**config.mk**
```make
export PLATFORM = sky130hd
export DESIGN_NAME = gpbcd_ports
export DESIGN_NICKNAME = d
export VERILOG_FILES = /design/src/design/gpbcd_pkg.sv /design/src/design/gpbcd_ports.sv
export SDC_FILE = /design/constraint.sdc
export NUM_CORES = 1
export LEC_CHECK = 0
export BUFFER_PORTS_ARGS = -buffer_cell sky130_fd_sc_hd__buf_4
export CORE_MARGIN = 3
export CORE_UTILIZATION = 50
export DETAILED_ROUTE_END_ITERATION = 8
export PLACE_DENSITY = 0.73
export SYNTH_ARGS = -nofsm -noshare
export SYNTH_HDL_FRONTEND = slang
export SYNTH_SLANG_ARGS = --single-unit
```
**constraint.sdc**
```tcl
create_clock -name ref_clk -period 6.55 [get_ports ref_clk]
set_input_delay 0.655 -clock ref_clk [delete_from_list [all_inputs] [get_ports ref_clk]]
set_output_delay 0.655 -clock ref_clk [all_outputs]
set_load 0.02 [all_outputs]
```
**src/design/gpbcd_pkg.sv**
```systemverilog
// constants and carrier types for the general-purpose port block
// Function
// - reset clears every direction bit, so all pins start as inputs.
// - direction 1 enables the pin's output driver; 0 leaves it an input.
// - first port data read returns latch for output bits, pin for input bits.
// - seven-bit port data read returns pin for input bits, latch for output bits.
// - third port data read returns latch or pin by direction, even for peripheral pins.
// - data latches accept writes whenever reset is low, regardless of direction.
// - reset leaves the output data latches unchanged.
// - writing an input pin's data bit changes only the latch, not the read value.
// - pullup enable 1 connects pullup on an input pin; 0 leaves it floating.
// - pullup forced off whenever the pin's output driver is on, by direction or by the owning peripheral.
// - second port has seven pins, each with data, direction and pullup bits.
// - third port has eight pins, four shared with SPI, four with timers, with pullups.
// - with SPI disabled, clock, MOSI and MISO pins return to port control.
// - slave-select pin is port I/O when SPI is disabled or master select is set.
// - with SPI enabled and master select clear, third port direction bit 0 has no effect on slave-select drive.
// - on SPI-owned pins direction does not steer the pin but still selects read source.
// - each timer channel's edge/level field picks timer or port use of its pin.
// - the converter's selected channel forces that first-port pin to analog input.
package gpbcd_pkg;

  localparam logic [3:0] GPBCD_OFS_B_DATA  = 4'h1;
  localparam logic [3:0] GPBCD_OFS_C_DATA  = 4'h2;
  localparam logic [3:0] GPBCD_OFS_D_DATA  = 4'h3;
  localparam logic [3:0] GPBCD_OFS_B_DIR   = 4'h5;
  localparam logic [3:0] GPBCD_OFS_C_DIR   = 4'h6;
  localparam logic [3:0] GPBCD_OFS_D_DIR   = 4'h7;
  localparam logic [3:0] GPBCD_OFS_C_PUE   = 4'h8;
  localparam logic [3:0] GPBCD_OFS_D_PUE   = 4'h9;
  localparam logic [3:0] GPBCD_OFS_ADC_SEL = 4'hA;

  localparam logic [7:0] GPBCD_DIR_RST   = 8'h00;
  localparam logic [7:0] GPBCD_PUE_RST   = 8'h00;
  localparam logic [4:0] GPBCD_ADC_RST   = 5'h1F;
  localparam int         GPBCD_ADC_CHANS = 8;

  // pin bit positions on the third port
  localparam int GPBCD_D_SS   = 0;
  localparam int GPBCD_D_MISO = 1;
  localparam int GPBCD_D_MOSI = 2;
  localparam int GPBCD_D_SCK  = 3;
  localparam int GPBCD_D_TMR  = 4;

  typedef struct packed {
    logic [3:0] addr;
    logic [7:0] wdata;
    logic       wr;
    logic       rd;
  } gpbcd_bus_s;

  // peripheral ownership: SPI enable and master select, per pin timer enable, plus drive value and direction
  typedef struct packed {
    logic       spi_enable_signal;
    logic       spi_master_select;
    logic [3:0] spi_out;
    logic [3:0] spi_oe;
    logic [3:0] tmr_active;
    logic [3:0] tmr_out;
    logic [3:0] tmr_oe;
  } gpbcd_periph_s;

  typedef struct packed {
    logic [7:0] port_b_data_latch;
    logic [6:0] port_c_data_latch;
    logic [7:0] port_d_data_latch;
    logic [7:0] port_b_direction;
    logic [6:0] port_c_direction;
    logic [7:0] port_d_direction;
    logic [6:0] port_c_pullup_enable;
    logic [7:0] port_d_pullup_enable;
    logic [4:0] converter_channel_select;
    logic [7:0] b_meta;
    logic [7:0] b_sync;
    logic [6:0] c_meta;
    logic [6:0] c_sync;
    logic [7:0] d_meta;
    logic [7:0] d_sync;
    logic [7:0] rdata;
    logic [7:0] b_out;
    logic [7:0] b_oe;
    logic [7:0] b_analog;
    logic [6:0] c_out;
    logic [6:0] c_oe;
    logic [6:0] c_pu;
    logic [7:0] d_out;
    logic [7:0] d_oe;
    logic [7:0] d_pu;
  } gpbcd_state_s;

endpackage : gpbcd_pkg

```
**src/design/gpbcd_ports.sv**
```systemverilog
// general-purpose ports b, c and d with register access and peripheral sharing
`timescale 1ns/100ps
`default_nettype none
module gpbcd_ports (
  input  wire logic                    ref_clk,
  input  wire logic                    rst,
  input  wire gpbcd_pkg::gpbcd_bus_s   bus,
  output logic [7:0]                   rdata,
  input  wire gpbcd_pkg::gpbcd_periph_s periph,
  input  wire logic [7:0]              b_pin_in,
  output logic [7:0]                   b_pin_out,
  output logic [7:0]                   b_pin_oe,
  output logic [7:0]                   b_analog_sel,
  input  wire logic [6:0]              c_pin_in,
  output logic [6:0]                   c_pin_out,
  output logic [6:0]                   c_pin_oe,
  output logic [6:0]                   c_pullup_on,
  input  wire logic [7:0]              d_pin_in,
  output logic [7:0]                   d_pin_out,
  output logic [7:0]                   d_pin_oe,
  output logic [7:0]                   d_pullup_on,
  output logic [7:0]                   d_spi_in
);

  gpbcd_pkg::gpbcd_state_s s_q;
  gpbcd_pkg::gpbcd_state_s s_d;

  // one select per register, shared by the write and read paths
  logic             sel_b_data;
  logic             sel_c_data;
  logic             sel_d_data;
  logic             sel_b_dir;
  logic             sel_c_dir;
  logic             sel_d_dir;
  logic             sel_c_pue;
  logic             sel_d_pue;
  logic             sel_adc;

  // read word per port
  wire  logic [7:0] b_read;
  wire  logic [6:0] c_read;
  wire  logic [7:0] d_read;

  // third-port ownership
  logic       [3:0] spi_own;
  logic       [3:0] tmr_own;
  logic       [7:0] d_own;
  logic       [7:0] d_pout;
  logic       [7:0] d_poe;

  // next pin drive, per bit
  wire  logic [7:0] b_oe_nx;
  wire  logic [6:0] c_oe_nx;
  wire  logic [6:0] c_pu_nx;
  wire  logic [7:0] d_out_nx;
  wire  logic [7:0] d_oe_nx;
  wire  logic [7:0] d_pu_nx;

  // analog channel decode
  logic             analog_valid;
  logic       [7:0] analog;

  // address decode; unmapped addresses select nothing
  always_comb begin
    sel_b_data = 1'b0;
    sel_c_data = 1'b0;
    sel_d_data = 1'b0;

    sel_b_dir  = 1'b0;
    sel_c_dir  = 1'b0;
    sel_d_dir  = 1'b0;

    sel_c_pue  = 1'b0;
    sel_d_pue  = 1'b0;
    sel_adc    = 1'b0;

    case (bus.addr)
      gpbcd_pkg::GPBCD_OFS_B_DATA: begin
        sel_b_data = 1'b1;
      end

      gpbcd_pkg::GPBCD_OFS_C_DATA: begin
        sel_c_data = 1'b1;
      end

      gpbcd_pkg::GPBCD_OFS_D_DATA: begin
        sel_d_data = 1'b1;
      end

      gpbcd_pkg::GPBCD_OFS_B_DIR: begin
        sel_b_dir = 1'b1;
      end

      gpbcd_pkg::GPBCD_OFS_C_DIR: begin
        sel_c_dir = 1'b1;
      end

      gpbcd_pkg::GPBCD_OFS_D_DIR: begin
        sel_d_dir = 1'b1;
      end

      gpbcd_pkg::GPBCD_OFS_C_PUE: begin
        sel_c_pue = 1'b1;
      end

      gpbcd_pkg::GPBCD_OFS_D_PUE: begin
        sel_d_pue = 1'b1;
      end

      gpbcd_pkg::GPBCD_OFS_ADC_SEL: begin
        sel_adc = 1'b1;
      end

      default: begin
        sel_b_data = 1'b0;
      end
    endcase
  end

  // direction picks latch or pin, also on peripheral-owned pins
  for (genvar i = 0; i < 8; i++) begin : g_b_read
    assign b_read[i] = s_q.port_b_direction[i] ? s_q.port_b_data_latch[i] : s_q.b_sync[i];
  end

  for (genvar i = 0; i < 7; i++) begin : g_c_read
    assign c_read[i] = s_q.port_c_direction[i] ? s_q.port_c_data_latch[i] : s_q.c_sync[i];
  end

  for (genvar i = 0; i < 8; i++) begin : g_d_read
    assign d_read[i] = s_q.port_d_direction[i] ? s_q.port_d_data_latch[i] : s_q.d_sync[i];
  end

  // sck, mosi and miso follow the enable alone; ss also needs slave mode
  assign spi_own = {periph.spi_enable_signal,
                    periph.spi_enable_signal,
                    periph.spi_enable_signal,
                    periph.spi_enable_signal & ~periph.spi_master_select};
  assign tmr_own = periph.tmr_active;
  assign d_own   = {tmr_own, spi_own};
  assign d_pout  = {periph.tmr_out, periph.spi_out};
  assign d_poe   = {periph.tmr_oe, periph.spi_oe};

  // out-of-range channel codes leave every pin digital
  assign analog_valid = (s_q.converter_channel_select < 5'(gpbcd_pkg::GPBCD_ADC_CHANS));

  always_comb begin
    analog = 8'h00;
    if (analog_valid) begin
      analog[s_q.converter_channel_select[2:0]] = 1'b1;
    end
  end

  // an analog pin is never driven by the port
  for (genvar i = 0; i < 8; i++) begin : g_b_drive
    assign b_oe_nx[i] = s_q.port_b_direction[i] & ~analog[i];
  end

  // pullup only while the pin is an input
  for (genvar i = 0; i < 7; i++) begin : g_c_drive
    assign c_oe_nx[i] = s_q.port_c_direction[i];
    assign c_pu_nx[i] = s_q.port_c_pullup_enable[i] & ~s_q.port_c_direction[i];
  end

  // owned pins take the peripheral's drive; pullup follows the real driver
  for (genvar i = 0; i < 8; i++) begin : g_d_drive
    assign d_out_nx[i] = d_own[i] ? d_pout[i] : s_q.port_d_data_latch[i];
    assign d_oe_nx[i]  = d_own[i] ? d_poe[i] : s_q.port_d_direction[i];
    assign d_pu_nx[i]  = s_q.port_d_pullup_enable[i] & ~d_oe_nx[i];
  end

  always_comb begin
    s_d = s_q;

    // two-stage synchronizer; only the second stage is read
    s_d.b_meta = b_pin_in;
    s_d.b_sync = s_q.b_meta;
    s_d.c_meta = c_pin_in;
    s_d.c_sync = s_q.c_meta;
    s_d.d_meta = d_pin_in;
    s_d.d_sync = s_q.d_meta;

    // writes: latches take a write whatever the direction
    if (bus.wr) begin
      if (sel_b_data) begin
        s_d.port_b_data_latch = bus.wdata;
      end

      if (sel_c_data) begin
        s_d.port_c_data_latch = bus.wdata[6:0];
      end

      if (sel_d_data) begin
        s_d.port_d_data_latch = bus.wdata;
      end

      if (sel_b_dir) begin
        s_d.port_b_direction = bus.wdata;
      end

      // bit 7 of the seven-bit port has no storage
      if (sel_c_dir) begin
        s_d.port_c_direction = bus.wdata[6:0];
      end

      if (sel_d_dir) begin
        s_d.port_d_direction = bus.wdata;
      end

      if (sel_c_pue) begin
        s_d.port_c_pullup_enable = bus.wdata[6:0];
      end

      if (sel_d_pue) begin
        s_d.port_d_pullup_enable = bus.wdata;
      end

      if (sel_adc) begin
        s_d.converter_channel_select = bus.wdata[4:0];
      end
    end

    // reads: data stand one cycle after the strobe; unmapped reads zero
    s_d.rdata = 8'h00;
    if (bus.rd) begin
      if (sel_b_data) begin
        s_d.rdata = b_read;
      end

      if (sel_c_data) begin
        s_d.rdata = {1'b0, c_read};
      end

      if (sel_d_data) begin
        s_d.rdata = d_read;
      end

      if (sel_b_dir) begin
        s_d.rdata = s_q.port_b_direction;
      end

      if (sel_c_dir) begin
        s_d.rdata = {1'b0, s_q.port_c_direction};
      end

      if (sel_d_dir) begin
        s_d.rdata = s_q.port_d_direction;
      end

      if (sel_c_pue) begin
        s_d.rdata = {1'b0, s_q.port_c_pullup_enable};
      end

      if (sel_d_pue) begin
        s_d.rdata = s_q.port_d_pullup_enable;
      end

      if (sel_adc) begin
        s_d.rdata = {3'h0, s_q.converter_channel_select};
      end
    end

    // pin drive, registered so every output comes from a flop
    s_d.b_out    = s_q.port_b_data_latch;
    s_d.b_oe     = b_oe_nx;
    s_d.b_analog = analog;

    s_d.c_out    = s_q.port_c_data_latch;
    s_d.c_oe     = c_oe_nx;
    s_d.c_pu     = c_pu_nx;

    s_d.d_out    = d_out_nx;
    s_d.d_oe     = d_oe_nx;
    s_d.d_pu     = d_pu_nx;
  end

  // latches and drive values are left out of the reset branch, so they hold through it
  always_ff @(posedge ref_clk or posedge rst) begin
    if (rst) begin
      s_q.port_b_direction         <= gpbcd_pkg::GPBCD_DIR_RST;
      s_q.port_c_direction         <= gpbcd_pkg::GPBCD_DIR_RST[6:0];
      s_q.port_d_direction         <= gpbcd_pkg::GPBCD_DIR_RST;

      s_q.port_c_pullup_enable     <= gpbcd_pkg::GPBCD_PUE_RST[6:0];
      s_q.port_d_pullup_enable     <= gpbcd_pkg::GPBCD_PUE_RST;
      s_q.converter_channel_select <= gpbcd_pkg::GPBCD_ADC_RST;

      s_q.b_meta                   <= 8'h00;
      s_q.b_sync                   <= 8'h00;
      s_q.c_meta                   <= 7'h00;
      s_q.c_sync                   <= 7'h00;
      s_q.d_meta                   <= 8'h00;
      s_q.d_sync                   <= 8'h00;

      s_q.rdata                    <= 8'h00;
      s_q.b_oe                     <= 8'h00;
      s_q.b_analog                 <= 8'h00;
      s_q.c_oe                     <= 7'h00;
      s_q.c_pu                     <= 7'h00;
      s_q.d_oe                     <= 8'h00;
      s_q.d_pu                     <= 8'h00;
    end else begin
      s_q.port_b_data_latch        <= s_d.port_b_data_latch;
      s_q.port_c_data_latch        <= s_d.port_c_data_latch;
      s_q.port_d_data_latch        <= s_d.port_d_data_latch;

      s_q.port_b_direction         <= s_d.port_b_direction;
      s_q.port_c_direction         <= s_d.port_c_direction;
      s_q.port_d_direction         <= s_d.port_d_direction;

      s_q.port_c_pullup_enable     <= s_d.port_c_pullup_enable;
      s_q.port_d_pullup_enable     <= s_d.port_d_pullup_enable;
      s_q.converter_channel_select <= s_d.converter_channel_select;

      s_q.b_meta                   <= s_d.b_meta;
      s_q.b_sync                   <= s_d.b_sync;
      s_q.c_meta                   <= s_d.c_meta;
      s_q.c_sync                   <= s_d.c_sync;
      s_q.d_meta                   <= s_d.d_meta;
      s_q.d_sync                   <= s_d.d_sync;

      s_q.rdata                    <= s_d.rdata;

      s_q.b_out                    <= s_d.b_out;
      s_q.b_oe                     <= s_d.b_oe;
      s_q.b_analog                 <= s_d.b_analog;

      s_q.c_out                    <= s_d.c_out;
      s_q.c_oe                     <= s_d.c_oe;
      s_q.c_pu                     <= s_d.c_pu;

      s_q.d_out                    <= s_d.d_out;
      s_q.d_oe                     <= s_d.d_oe;
      s_q.d_pu                     <= s_d.d_pu;
    end
  end

  assign rdata        = s_q.rdata;

  assign b_pin_out    = s_q.b_out;
  assign b_pin_oe     = s_q.b_oe;
  assign b_analog_sel = s_q.b_analog;

  assign c_pin_out    = s_q.c_out;
  assign c_pin_oe     = s_q.c_oe;
  assign c_pullup_on  = s_q.c_pu;

  assign d_pin_out    = s_q.d_out;
  assign d_pin_oe     = s_q.d_oe;
  assign d_pullup_on  = s_q.d_pu;

  // peripherals see the same synchronized levels as a data read
  assign d_spi_in     = s_q.d_sync;

endmodule : gpbcd_ports
`default_nettype wire

```
Word-level counts from Yosys, hierarchy flattened. Index checks and enable logic that the tools add are counted.

$add $sub $neg: 0. Multiply operators: 0. Div/mod/pow operators: 0. Magnitude comparators: 3. Equal/unequal tests: 9. Shift operators: 0. Muxes and demuxes: 61. Bitwise operators: 49. Reduce and logical (&&, ||, !) cells: 10.

Operator list (count): 8-bit 2-to-1 mux (11); 1-bit 2-to-1 mux (49); 1-bit NOT (25); 1-bit AND (24); 4-bit by 3-bit == test with 1-bit output (second input constant) (3); 4-bit == test (second input constant) (3); 2-bit AND reduction (6); 3-bit AND reduction (3); 4-bit by 2-bit == test with 1-bit output (second input constant) (2); 5-bit by 4-bit < comparator with 1-bit output (second input constant) (1); 4-bit by 1-bit == test with 1-bit output (second input constant) (1); 3-bit by 4-bit < comparator with 1-bit output (second input constant) (1); 1-bit demux with 3-bit select (1); 3-bit by 1-bit >= comparator with 1-bit output (second input constant) (1); 1-bit logical AND (1).

Register bits after elaboration: 189. Bits in latches: 0. Bits in writable memories: 0. Memory bits (read-only): 0. Bits of input ports: 61. Output and inout port bits: 85. Word-level logic and storage cells: 157. Memories kept: 0.

Logic depth before layout (Yosys ltp). Gate-level depths: netlist of run 1.

Depth after elaboration: 12. Gate-level depth with buffers: 6. Mapped depth without buffers: 4.

Worst setup path after synthesis of run 1. No wires, ideal clock.

Kind: input-to-reg. Start point: input port rst. End point: register s_q (netlist bit s_d[61]), enable pin. Setup time: 373 ps. Data arrival time: 5069 ps. Data required time: 6177 ps. Setup slack: 1107 ps. Cell stages on the path: 3. Path buffers: 0. Path through: inv_1 > nand3_1 > nor2_1.

Word-level cells in the longest chain between the ends: 2.

RTL lines: start, declared (line gpbcd_ports.sv:6) `input wire logic rst,`; 1-bit NOT (no source line); 3-bit AND reduction (no source line); end, declared (line gpbcd_ports.sv:25) `gpbcd_pkg::gpbcd_state_s s_q;`.

Every way passes these cells. A chain may end at the register's enable or synchronous reset.

Final worst setup path of run 1.
Start point: input port rst. End point: register s_q[167] (netlist name), enable pin.

Same word-level chain as after synthesis.

==> results.json, run 1 <==
{
  "finalHoldViolCount": 0,
  "cp_num_buf_inv": 2,
  "stdcell_area_mm2": 0.00871,
  "cellInternalPower_mw": 2.11,
  "cts_buffers": 17,
  "fmax_mhz": 429,
  "port_buffers": 145,
  "crit_path_end_kind": "register",
  "drv_slew": 0,
  "multi_input_area_mm2": 0.00183,
  "syn_area_mm2": 0.00755,
  "drtAntennaViolNets": 0,
  "initialDrtViolationCount": 237,
  "dr_total_vias": 4155,
  "clockPowerShare_pct": 32.9,
  "worstPathCellList": "buf_4 -> inv_6 -> nand3_1 -> nor2_1",
  "switching_share_pct": 26.8,
  "yosys_register_bits": 189,
  "initial_utilization_pct": 51.5,
  "vias_per_cell": 5.28,
  "synth-adder-area-share_pct": 0,
  "synth_seq_area_share_pct": 65.8,
  "regArea_mm2": 0.00497,
  "antenna_found_initial": 0,
  "rows": 44,
  "final_nets": 651,
  "gp_congestion": 0.874,
  "fp.dieArea_mm2": 0.0166,
  "power_density_mw_per_mm2": 331,
  "final.fill_count": 1155,
  "clk_pin_slew_ns": 0.07,
  "insertion_delay_ns": 0.43,
  "status": "finished clean",
  "path_delay_family": "simple AND/OR/NAND/NOR gates",
  "cts_max_level": 4,
  "slew_headroom_pct": 35.4,
  "worstPathMaxFanout": 88,
  "critPathKind": "in -> reg",
  "die-height_um": 129,
  "cts_tree": "done",
  "p_leak_nw": 3.89,
  "setup_tns_ns": 0,
  "synthMuxAreaShare_pct": 12.9,
  "grtUsageTotal_pct": 19.9,
  "skew_ns": 0.00907,
  "total_power_mw": 2.89,
  "p_comb_share_pct": 16.3,
  "grt_max_degree": 89,
  "antenna_cells": 0,
  "tightest_slew_ns": 0.969,
  "cts_root_buffer": "clkbuf_16",
  "core_mm2": 0.0146,
  "hold_ws_ns": 0.330,
  "final.period_utilization_pct": 35.6,
  "grt_pass1_vias": 4401,
  "crit_path_top_delay_cell": "nor2_1",
  "postSynthCellCount": 524,
  "start_kind": "primary input",
  "p_switching_mw": 0.775,
  "drt_first_pass_iters": 5,
  "synth_compound_area_share_pct": 4.96,
  "synthesis.area_per_instance_um2": 14.4,
  "ir_drop_mv": 0.204,
  "layout-drive-gt1-share_pct": 42.6,
  "synth_simple_gate_area_share_pct": 6.33,
  "cp_data_arrival_time_ns": 2.38,
  "period_needed_ns": 2.33,
  "required_ns": 6.60,
  "area_growth_syn_to_layout_pct": 15.4,
  "grt_pass1_wl_mm": 24.4,
  "routed_wl_mm": 15.9,
  "stdcell_count": 787,
  "slowest_delay_ns": 0.78,
  "place_area_mm2": 0.00817,
  "syn-num-nets": 585,
  "grt_overflow": 0,
  "hold_path_class": "in -> reg",
  "drcViolationCount": 0,
  "ioPinCount": 146,
  "yosysWarnings": 0,
  "cts_resized": 0,
  "ys_types": 40,
  "synth_xor_area_share_pct": 0,
  "cts.hold.buffers_added": 0,
  "seqPwrFrac_pct": 50.7,
  "rsz0062_at_grt": "false",
  "dp.cells": 755,
  "synth_top_family_by_area": "multiplexers",
  "cts.path.max_buffers": 2,
  "dp_hpwl_mm": 11.0,
  "wl_per_cell_um": 20.2,
  "post_cts_buffers": 0,
  "setup_violations": 0,
  "cap_violations": 0,
  "clock-sinks": 189,
  "die_w_um": 129
}
[layout by cell type, fill, tap and decap left out, types with 2 or more instances in the layout]
master and instances:
a221oi_1 4, dfstp_2 5, a22o_1 6, nand3_1 2
inv_1 10, a2bb2oi_1 6, nor2b_1 26, edfxtp_1 46
dfrtp_1 138, a21oi_1 7, clkinvlp_4 2, mux2_2 67
buf_4 146, nand2b_1 4, nor2_1 26, mux2i_1 22
clkinv_2 4, o21ai_0 12, clkinv_1 2, nand2_1 10
inv_6 6, a32oi_1 2, clkbuf_16 17, nor2_4 3
o22ai_1 6, a22oi_1 5, nor3_1 2
[synth_stat cells (all sizes together)]
master	n	share of area (%)
mux2i	22	2.9
nor3b	1	0.25
nand3b	1	0.15
mux2	67	10
nand2b	4	0.33
nand2	11	0.65
edfxtp	46	18
nand3	3	0.27
o221a	1	0.15
o21ai	12	0.80
o31ai	1	0.099
o22ai	6	0.50
dfstp	5	1.7
o311ai	1	0.12
nand4	1	0.083
and4	1	0.12
a21oi	7	0.46
nor2	29	1.7
dfrtp	138	46
or3	1	0.083
a22o	6	0.70
nor2b	27	2.3
nor3	2	0.13
a221oi	4	0.46
o211ai	1	0.099
a32oi	2	0.23
o2111a	1	0.15
and3	1	0.083
nor4b	1	0.12
a2bb2oi	6	0.70
a22oi	5	0.50
inv	11	0.55
buf	95	9.2
clkbuf	4	0.22
[worst register-to-register path: cells and delay by family, from the launching register on]
family	cells	cell delay, ns
AO/OA/AOI/OAI	3	0.64
flip-flops	1	0.45
multiplexers	1	0.30
[per-layer routing]
layer	routed length, um	GRT usage [%]	share of wire (%)	up-vias
li1	-	-	-	1879
met1	6490	26.5	41	2119
met2	8070	31.9	51	142
met3	1080	4.69	6.8	15
met4	228	7.66	1.4	0
met5	0	0	0	-
[cell families after synthesis]
group | after synthesis
buf+inv | 110
mux | 89
simple gates | 83
compound gates | 53
flops | 189
[stage by stage]
step                worst slack, ns  util [%]
finish                         4.22      59.5
global route                   4.08      59.5
CTS                            4.17      59.5
detailed placement             3.73      55.8
global placement               3.80      55.8
floorplan                      1.11         -
[final timing paths]
path                                        startpoint  slack (ns)  cells after the start                     end
min in group asynchronous                          rst        0.38                      2       s_d[84]$_DFF_PP0_
worst max-delay path                               rst        4.22                      4      s_q[167]$_DFFE_PP_
max in group asynchronous                          rst        4.69                      3  c_oe_nx[0]$_DFFE_PP0P_
worst min-delay path                       c_pin_in[5]        0.33                      1       s_d[98]$_DFF_PP0_
worst min register to register      s_d[107]$_DFF_PP0_        0.35                      0      s_q[107]$_DFF_PP0_
worst max register to register  c_oe_nx[1]$_DFFE_PP0P_        5.02                      4      rdata[1]$_DFF_PP0_
[layout make-up]
cell class | instances | area share [%]
clock buffer | 18 | 4.93
clock inverter | 14 | 1.34
inverter | 11 | 0.531
tap | 184 | 2.64
timing repair buffer | 146 | 12.6
multi-input combinational | 225 | 21.0
sequential | 189 | 57.0
[state kept, by name, summed over array words and instances, names as in the netlist, 8 cells and up]
register      flops
s_d              38
d_pullup_on       8
rdata             8
b_pin_out         8
d_pin_out         8
b_analog_sel      8
d_pin_oe          8
d_spi_in          8
b_pin_oe          8
s_q              59
[power groups by stage]
stage,combinational (mW),sequential [mW],clock [mW]
final,0.471,1.46,0.950
after global routing,0.509,1.48,1.03
after CTS,0.477,1.46,0.970
after detailed placement,0.474,1.49,0
after global placement,0.466,1.48,0
after floorplan,0.388,1.44,0
(Power assumes the default switching activity.)
==> inputs of run 2 (changes only) <==
clock period = 2.2 ns   (was 6.55 ns; I/O delays follow)
==> results.json, run 2 (synthesis results as in run 1) <==
{
  "grtUsageTotal_pct": 20.4,
  "grt_pass1_vias": 4473,
  "stdcell_count": 822,
  "p_comb_share_pct": 16.4,
  "period_needed_ns": 1.48,
  "p_leak_nw": 4.08,
  "worstSetupStartpoint": "s_q[147]$_DFFE_PP0P_",
  "clock-sinks": 189,
  "ir_drop_mv": 0.618,
  "tightest_slew_ns": 0.593,
  "setup_tns_ns": 0,
  "gp_congestion": 0.856,
  "timing.rr.end": "rdata[4]$_DFF_PP0_",
  "initial_utilization_pct": 51.5,
  "cts_max_level": 4,
  "slew_headroom_pct": 60.5,
  "cts_resized": 0,
  "die-height_um": 129,
  "cts_root_buffer": "clkbuf_16",
  "largest-register": "s_q",
  "skew_ns": 0.00765,
  "reg2reg_slack_ns": 0.72,
  "insertion_delay_ns": 0.42,
  "fmax_mhz": 676,
  "hold_ws_ns": -0.0102,
  "status": "complete, but fails checks",
  "final.fill_count": 1118,
  "regArea_mm2": 0.00497,
  "p_switching_mw": 2.33,
  "cts_buffers": 17,
  "clockPowerShare_pct": 34.6,
  "total_power_mw": 8.87,
  "fp.dieArea_mm2": 0.0166,
  "start_kind": "register",
  "drtAntennaViolNets": 0,
  "worst_slack_ns": 0.720,
  "violations": "hold timing",
  "final_common_cell": "buf_4",
  "layout-drive-gt1-share_pct": 42.5,
  "clk_pin_slew_ns": 0.07,
  "cellInternalPower_mw": 6.54,
  "drv_slew": 0,
  "slowest_delay_ns": 0.40,
  "r2r_start": "s_q[147]$_DFFE_PP0P_",
  "port_buffers": 145,
  "drt_first_pass_iters": 4,
  "wl_per_cell_um": 19.8,
  "drcViolationCount": 0,
  "finalHoldViolCount": 7,
  "dp_worst_setup_slack_ns": 0.380,
  "cp-endpoint": "rdata[4]$_DFF_PP0_",
  "hold_path_class": "in -> async",
  "setup_violations": 0,
  "crit_path_end_kind": "register",
  "final.period_utilization_pct": 67.3,
  "rows": 44,
  "antenna_found_initial": 0,
  "cap_violations": 0,
  "vias_per_cell": 5.20,
  "seqPwrFrac_pct": 49.1,
  "dp.cells": 767,
  "switching_share_pct": 26.3,
  "cts.path.max_buffers": 2,
  "routed_wl_mm": 16.3,
  "cts_tree": "done",
  "required_ns": 2.49,
  "rsz0062_at_grt": "false",
  "antenna_cells": 0,
  "crit_path_top_delay_cell": "dfrtp_1",
  "multi_input_area_mm2": 0.00183,
  "grt_overflow": 0,
  "rr_worst_depth": 4,
  "critPathKind": "reg -> reg",
  "worstPathMaxFanout": 4,
  "core_mm2": 0.0146,
  "die_w_um": 129,
  "power_density_mw_per_mm2": 975,
  "grt_max_degree": 110,
  "final_nets": 686,
  "largest_reg_flops": 59,
  "dp_hpwl_mm": 11.4,
  "ioPinCount": 146,
  "worstPathCellList": "mux2_2 -> and4_1 -> o311ai_0 -> a21oi_1",
  "mostFrequentLayoutCells": "buf_4 (157), dfrtp_1 (138), mux2_2 (67), edfxtp_1 (46)",
  "cp_data_arrival_time_ns": 1.77,
  "grt_pass1_wl_mm": 25.1,
  "dr_total_vias": 4273,
  "area_growth_syn_to_layout_pct": 20.5,
  "initialDrtViolationCount": 260
}
==> run 2: worst min path at each step <==
stage / startpoint / end / slack (ns) / cells past startpoint
global placement: d_pin_in[3] / s_d[80]$_DFF_PP0_ / 0.33 / 1
CTS: bus[9] / s_d[68]$_DFFE_PP_ / 0.02 / 1
detailed placement: d_pin_in[3] / s_d[80]$_DFF_PP0_ / 0.33 / 1
global route: bus[9] / s_d[68]$_DFFE_PP_ / 0.01 / 1
finish: rst / c_oe_nx[2]$_DFFE_PP0P_ / -0.01 / 3
floorplan: b_pin_in[0] / s_d[107]$_DFF_PP0_ / 0.25 / 0
==> run 2: final cells by class <==
class | count | share of cell area [%]
Clock buffer | 20 | 5.14
Timing Repair Buffer | 181 | 15.7
Multi-Input combinational cell | 225 | 20.1
Inverter | 11 | 0.495
Clock inverter | 12 | 1.46
Sequential cell | 189 | 54.6
Tap cell | 184 | 2.53
==> run 2: per-stage QoR <==
stage | hold slack, ns | utilization [%] | area, um^2
finish | -0.0102 | 62.1 | 9100
global route | 0.0115 | 62.1 | 9100
CTS | 0.0154 | 62.1 | 9100
detailed placement | 0.330 | 56.5 | 8270
global placement | 0.329 | 56.5 | 8270
floorplan | 0.251 | - | 7550
==> run 2: routing by layer <==
metal	routed length [um]	GRT usage, %	up-vias
met3	1090	6.02	17
met2	8320	34.0	142
met4	191	5.37	0
met1	6680	26.4	2167
met5	0	0	-
li1	-	-	1947
==> run 2: worst max-delay path: cells and delay by family (launching register included) <==
kind / cells / cell delay (ns)
flops: 1 / 0.40
compound gates: 2 / 0.40
mux: 1 / 0.36
simple gates: 1 / 0.19
==> run 2: power by group through the flow <==
stage / sequential [mW] / clock [mW] / combinational, mW
CTS: 4.35 / 3.12 / 1.47
detailed placement: 4.42 / 0 / 1.43
global placement: 4.40 / 0 / 1.41
finish: 4.35 / 3.07 / 1.45
global route: 4.41 / 3.28 / 1.57
floorplan: 4.29 / 0 / 1.16
==> run 2: repair_timing <==
action | 4_1_cts | 5_1_grt
setup endpoints to repair | 0 | 0
hold buffers | 23 | 0
setup buffers | 0 | 0
endpoints found under the hold margin | 23 | 0
==> inputs of run 3 (changes only) <==
PLACE_DENSITY = 0.76   (was 0.73)
clock period = 1.25 ns   (was 2.2 ns; I/O delays follow)
==> results.json, run 3 (synthesis results as in run 1) <==
{
  "cp_data_arrival_time_ns": 1.63,
  "skew_ns": 0.00723,
  "layout-drive-gt1-share_pct": 47.3,
  "worst_slack_ns": -0.0739,
  "setup_tns_ns": -0.199,
  "final.fill_count": 994,
  "worstPathCellList": "mux2_4 -> a22o_1 -> a221oi_2 -> a22oi_1",
  "start_kind": "register",
  "wl_per_cell_um": 20.2,
  "slew_headroom_pct": 76.5,
  "place_area_mm2": 0.00890,
  "hold_ws_ns": 0.0440,
  "rows": 44,
  "grtUsageTotal_pct": 22.7,
  "grt_max_degree": 66,
  "required_ns": 1.55,
  "slowest_delay_ns": 0.38,
  "mostFrequentLayoutCells": "buf_4 (213), dfrtp_1 (137), dlygate4sd3_1 (52), mux2_2 (47), edfxtp_1 (46)",
  "period_needed_ns": 1.32,
  "ioPinCount": 146,
  "vias_per_cell": 5.15,
  "largest_reg_flops": 59,
  "postLayoutCoreUtil_pct": 69.4,
  "clk_pin_slew_ns": 0.07,
  "power_density_mw_per_mm2": 1650,
  "dp.cells": 830,
  "final_common_cell": "buf_4",
  "cap_violations": 0,
  "drtAntennaViolNets": 0,
  "crit_path_end_kind": "register",
  "stdcell_area_mm2": 0.0102,
  "drt_first_pass_iters": 5,
  "cts_root_buffer": "clkbuf_16",
  "cts.path.max_buffers": 2,
  "area_growth_syn_to_layout_pct": 34.5,
  "routed_wl_mm": 18.5,
  "hold_path_class": "in -> reg",
  "finalHoldViolCount": 0,
  "drv_slew": 0,
  "grt_pass1_wl_mm": 27.9,
  "die-height_um": 129,
  "crit_path_top_delay_cell": "dfrtp_1",
  "dr_total_vias": 4728,
  "largest-register": "s_q",
  "violations": "setup timing",
  "cts_tree": "done",
  "initial_utilization_pct": 51.5,
  "tightest_slew_ns": 0.352,
  "total_power_mw": 16.7,
  "final_nets": 781,
  "final.period_utilization_pct": 106,
  "cts_max_level": 4,
  "initialDrtViolationCount": 299,
  "grt_pass1_vias": 5086,
  "worstPathMaxFanout": 2,
  "reg2reg_slack_ns": -0.07,
  "p_leak_nw": 4.64,
  "die_w_um": 129,
  "insertion_delay_ns": 0.44,
  "rsz0062_at_grt": "true",
  "dp_hpwl_mm": 12.4,
  "antenna_found_initial": 0,
  "stdcell_count": 918,
  "core_mm2": 0.0146,
  "port_buffers": 145,
  "cts_buffers": 17,
  "ir_drop_mv": 1.28,
  "setup_violations": 5,
  "clock-sinks": 189,
  "gp_congestion": 0.875,
  "status": "complete, but fails checks",
  "drcViolationCount": 0,
  "dp_worst_setup_slack_ns": -0.165,
  "grt_overflow": 0,
  "critPathKind": "reg -> reg",
  "fp.dieArea_mm2": 0.0166,
  "fmax_mhz": 755
}
run 3: timing repair:
action | 4_1_cts | 5_1_grt
pin swaps | 5 | 9
resized for setup | 4 | 11
endpoints found under the hold margin | 121 | 42
hold buffers | 52 | 1
setup buffers | 0 | 2
gates cloned | 0 | 1
setup endpoints to repair | 6 | 37
run 3: report_power, final:
part           leakage, nW  switching (mW)  internal, mW
sequential            2.18           0.467          7.10
clock                0.307            2.28          3.59
combinational         2.16            1.56          1.75
total                 4.64            4.31          12.4
run 3: per-layer routing:
| layer | up-vias | global-route usage (%) | wire length [um] |
|---|---|---|---|
| met5 | - | 0 | 0 |
| met4 | 0 | 7.91 | 369 |
| met3 | 33 | 5.85 | 876 |
| met2 | 139 | 37.9 | 9330 |
| met1 | 2417 | 29.0 | 7930 |
| li1 | 2139 | - | - |
run 3: path summary, 6_finish.rpt:
| check | cells past startpoint | from | end |
|---|---|---|---|
| min in group asynchronous | 4 | rst | c_oe_nx[3]$_DFFE_PP0P_ |
| min | 2 | periph[21] | d_pin_oe[1]$_DFF_PP0_ |
| max reg2reg | 4 | c_oe_nx[1]$_DFFE_PP0P_ | rdata[1]$_DFF_PP0_ |
| max in group asynchronous | 5 | rst | s_q[124]$_DFFE_PP1P_ |
| min reg2reg | 0 | s_d[77]$_DFF_PP0_ | d_spi_in[0]$_DFF_PP0_ |
| max | 4 | c_oe_nx[1]$_DFFE_PP0P_ | rdata[1]$_DFF_PP0_ |
run 3: cell type report:
cell class                      count  area (um^2)  share of cell area (%)
Sequential cell                   189         4970                    48.9
Clock buffer                       20          447                    4.40
Tap cell                          184          230                    2.27
Multi-Input combinational cell    225         1960                    19.3
Clock inverter                     12          193                    1.90
Antenna cell                        1         2.50                  0.0246
Inverter                           11         45.0                   0.444
Timing Repair Buffer              276         2310                    22.7
run 3: critical path: cells and delay by family (launching register included):
kind	cells	cell delay [ns]
mux	1	0.27
compound gates	3	0.54
flops	1	0.38
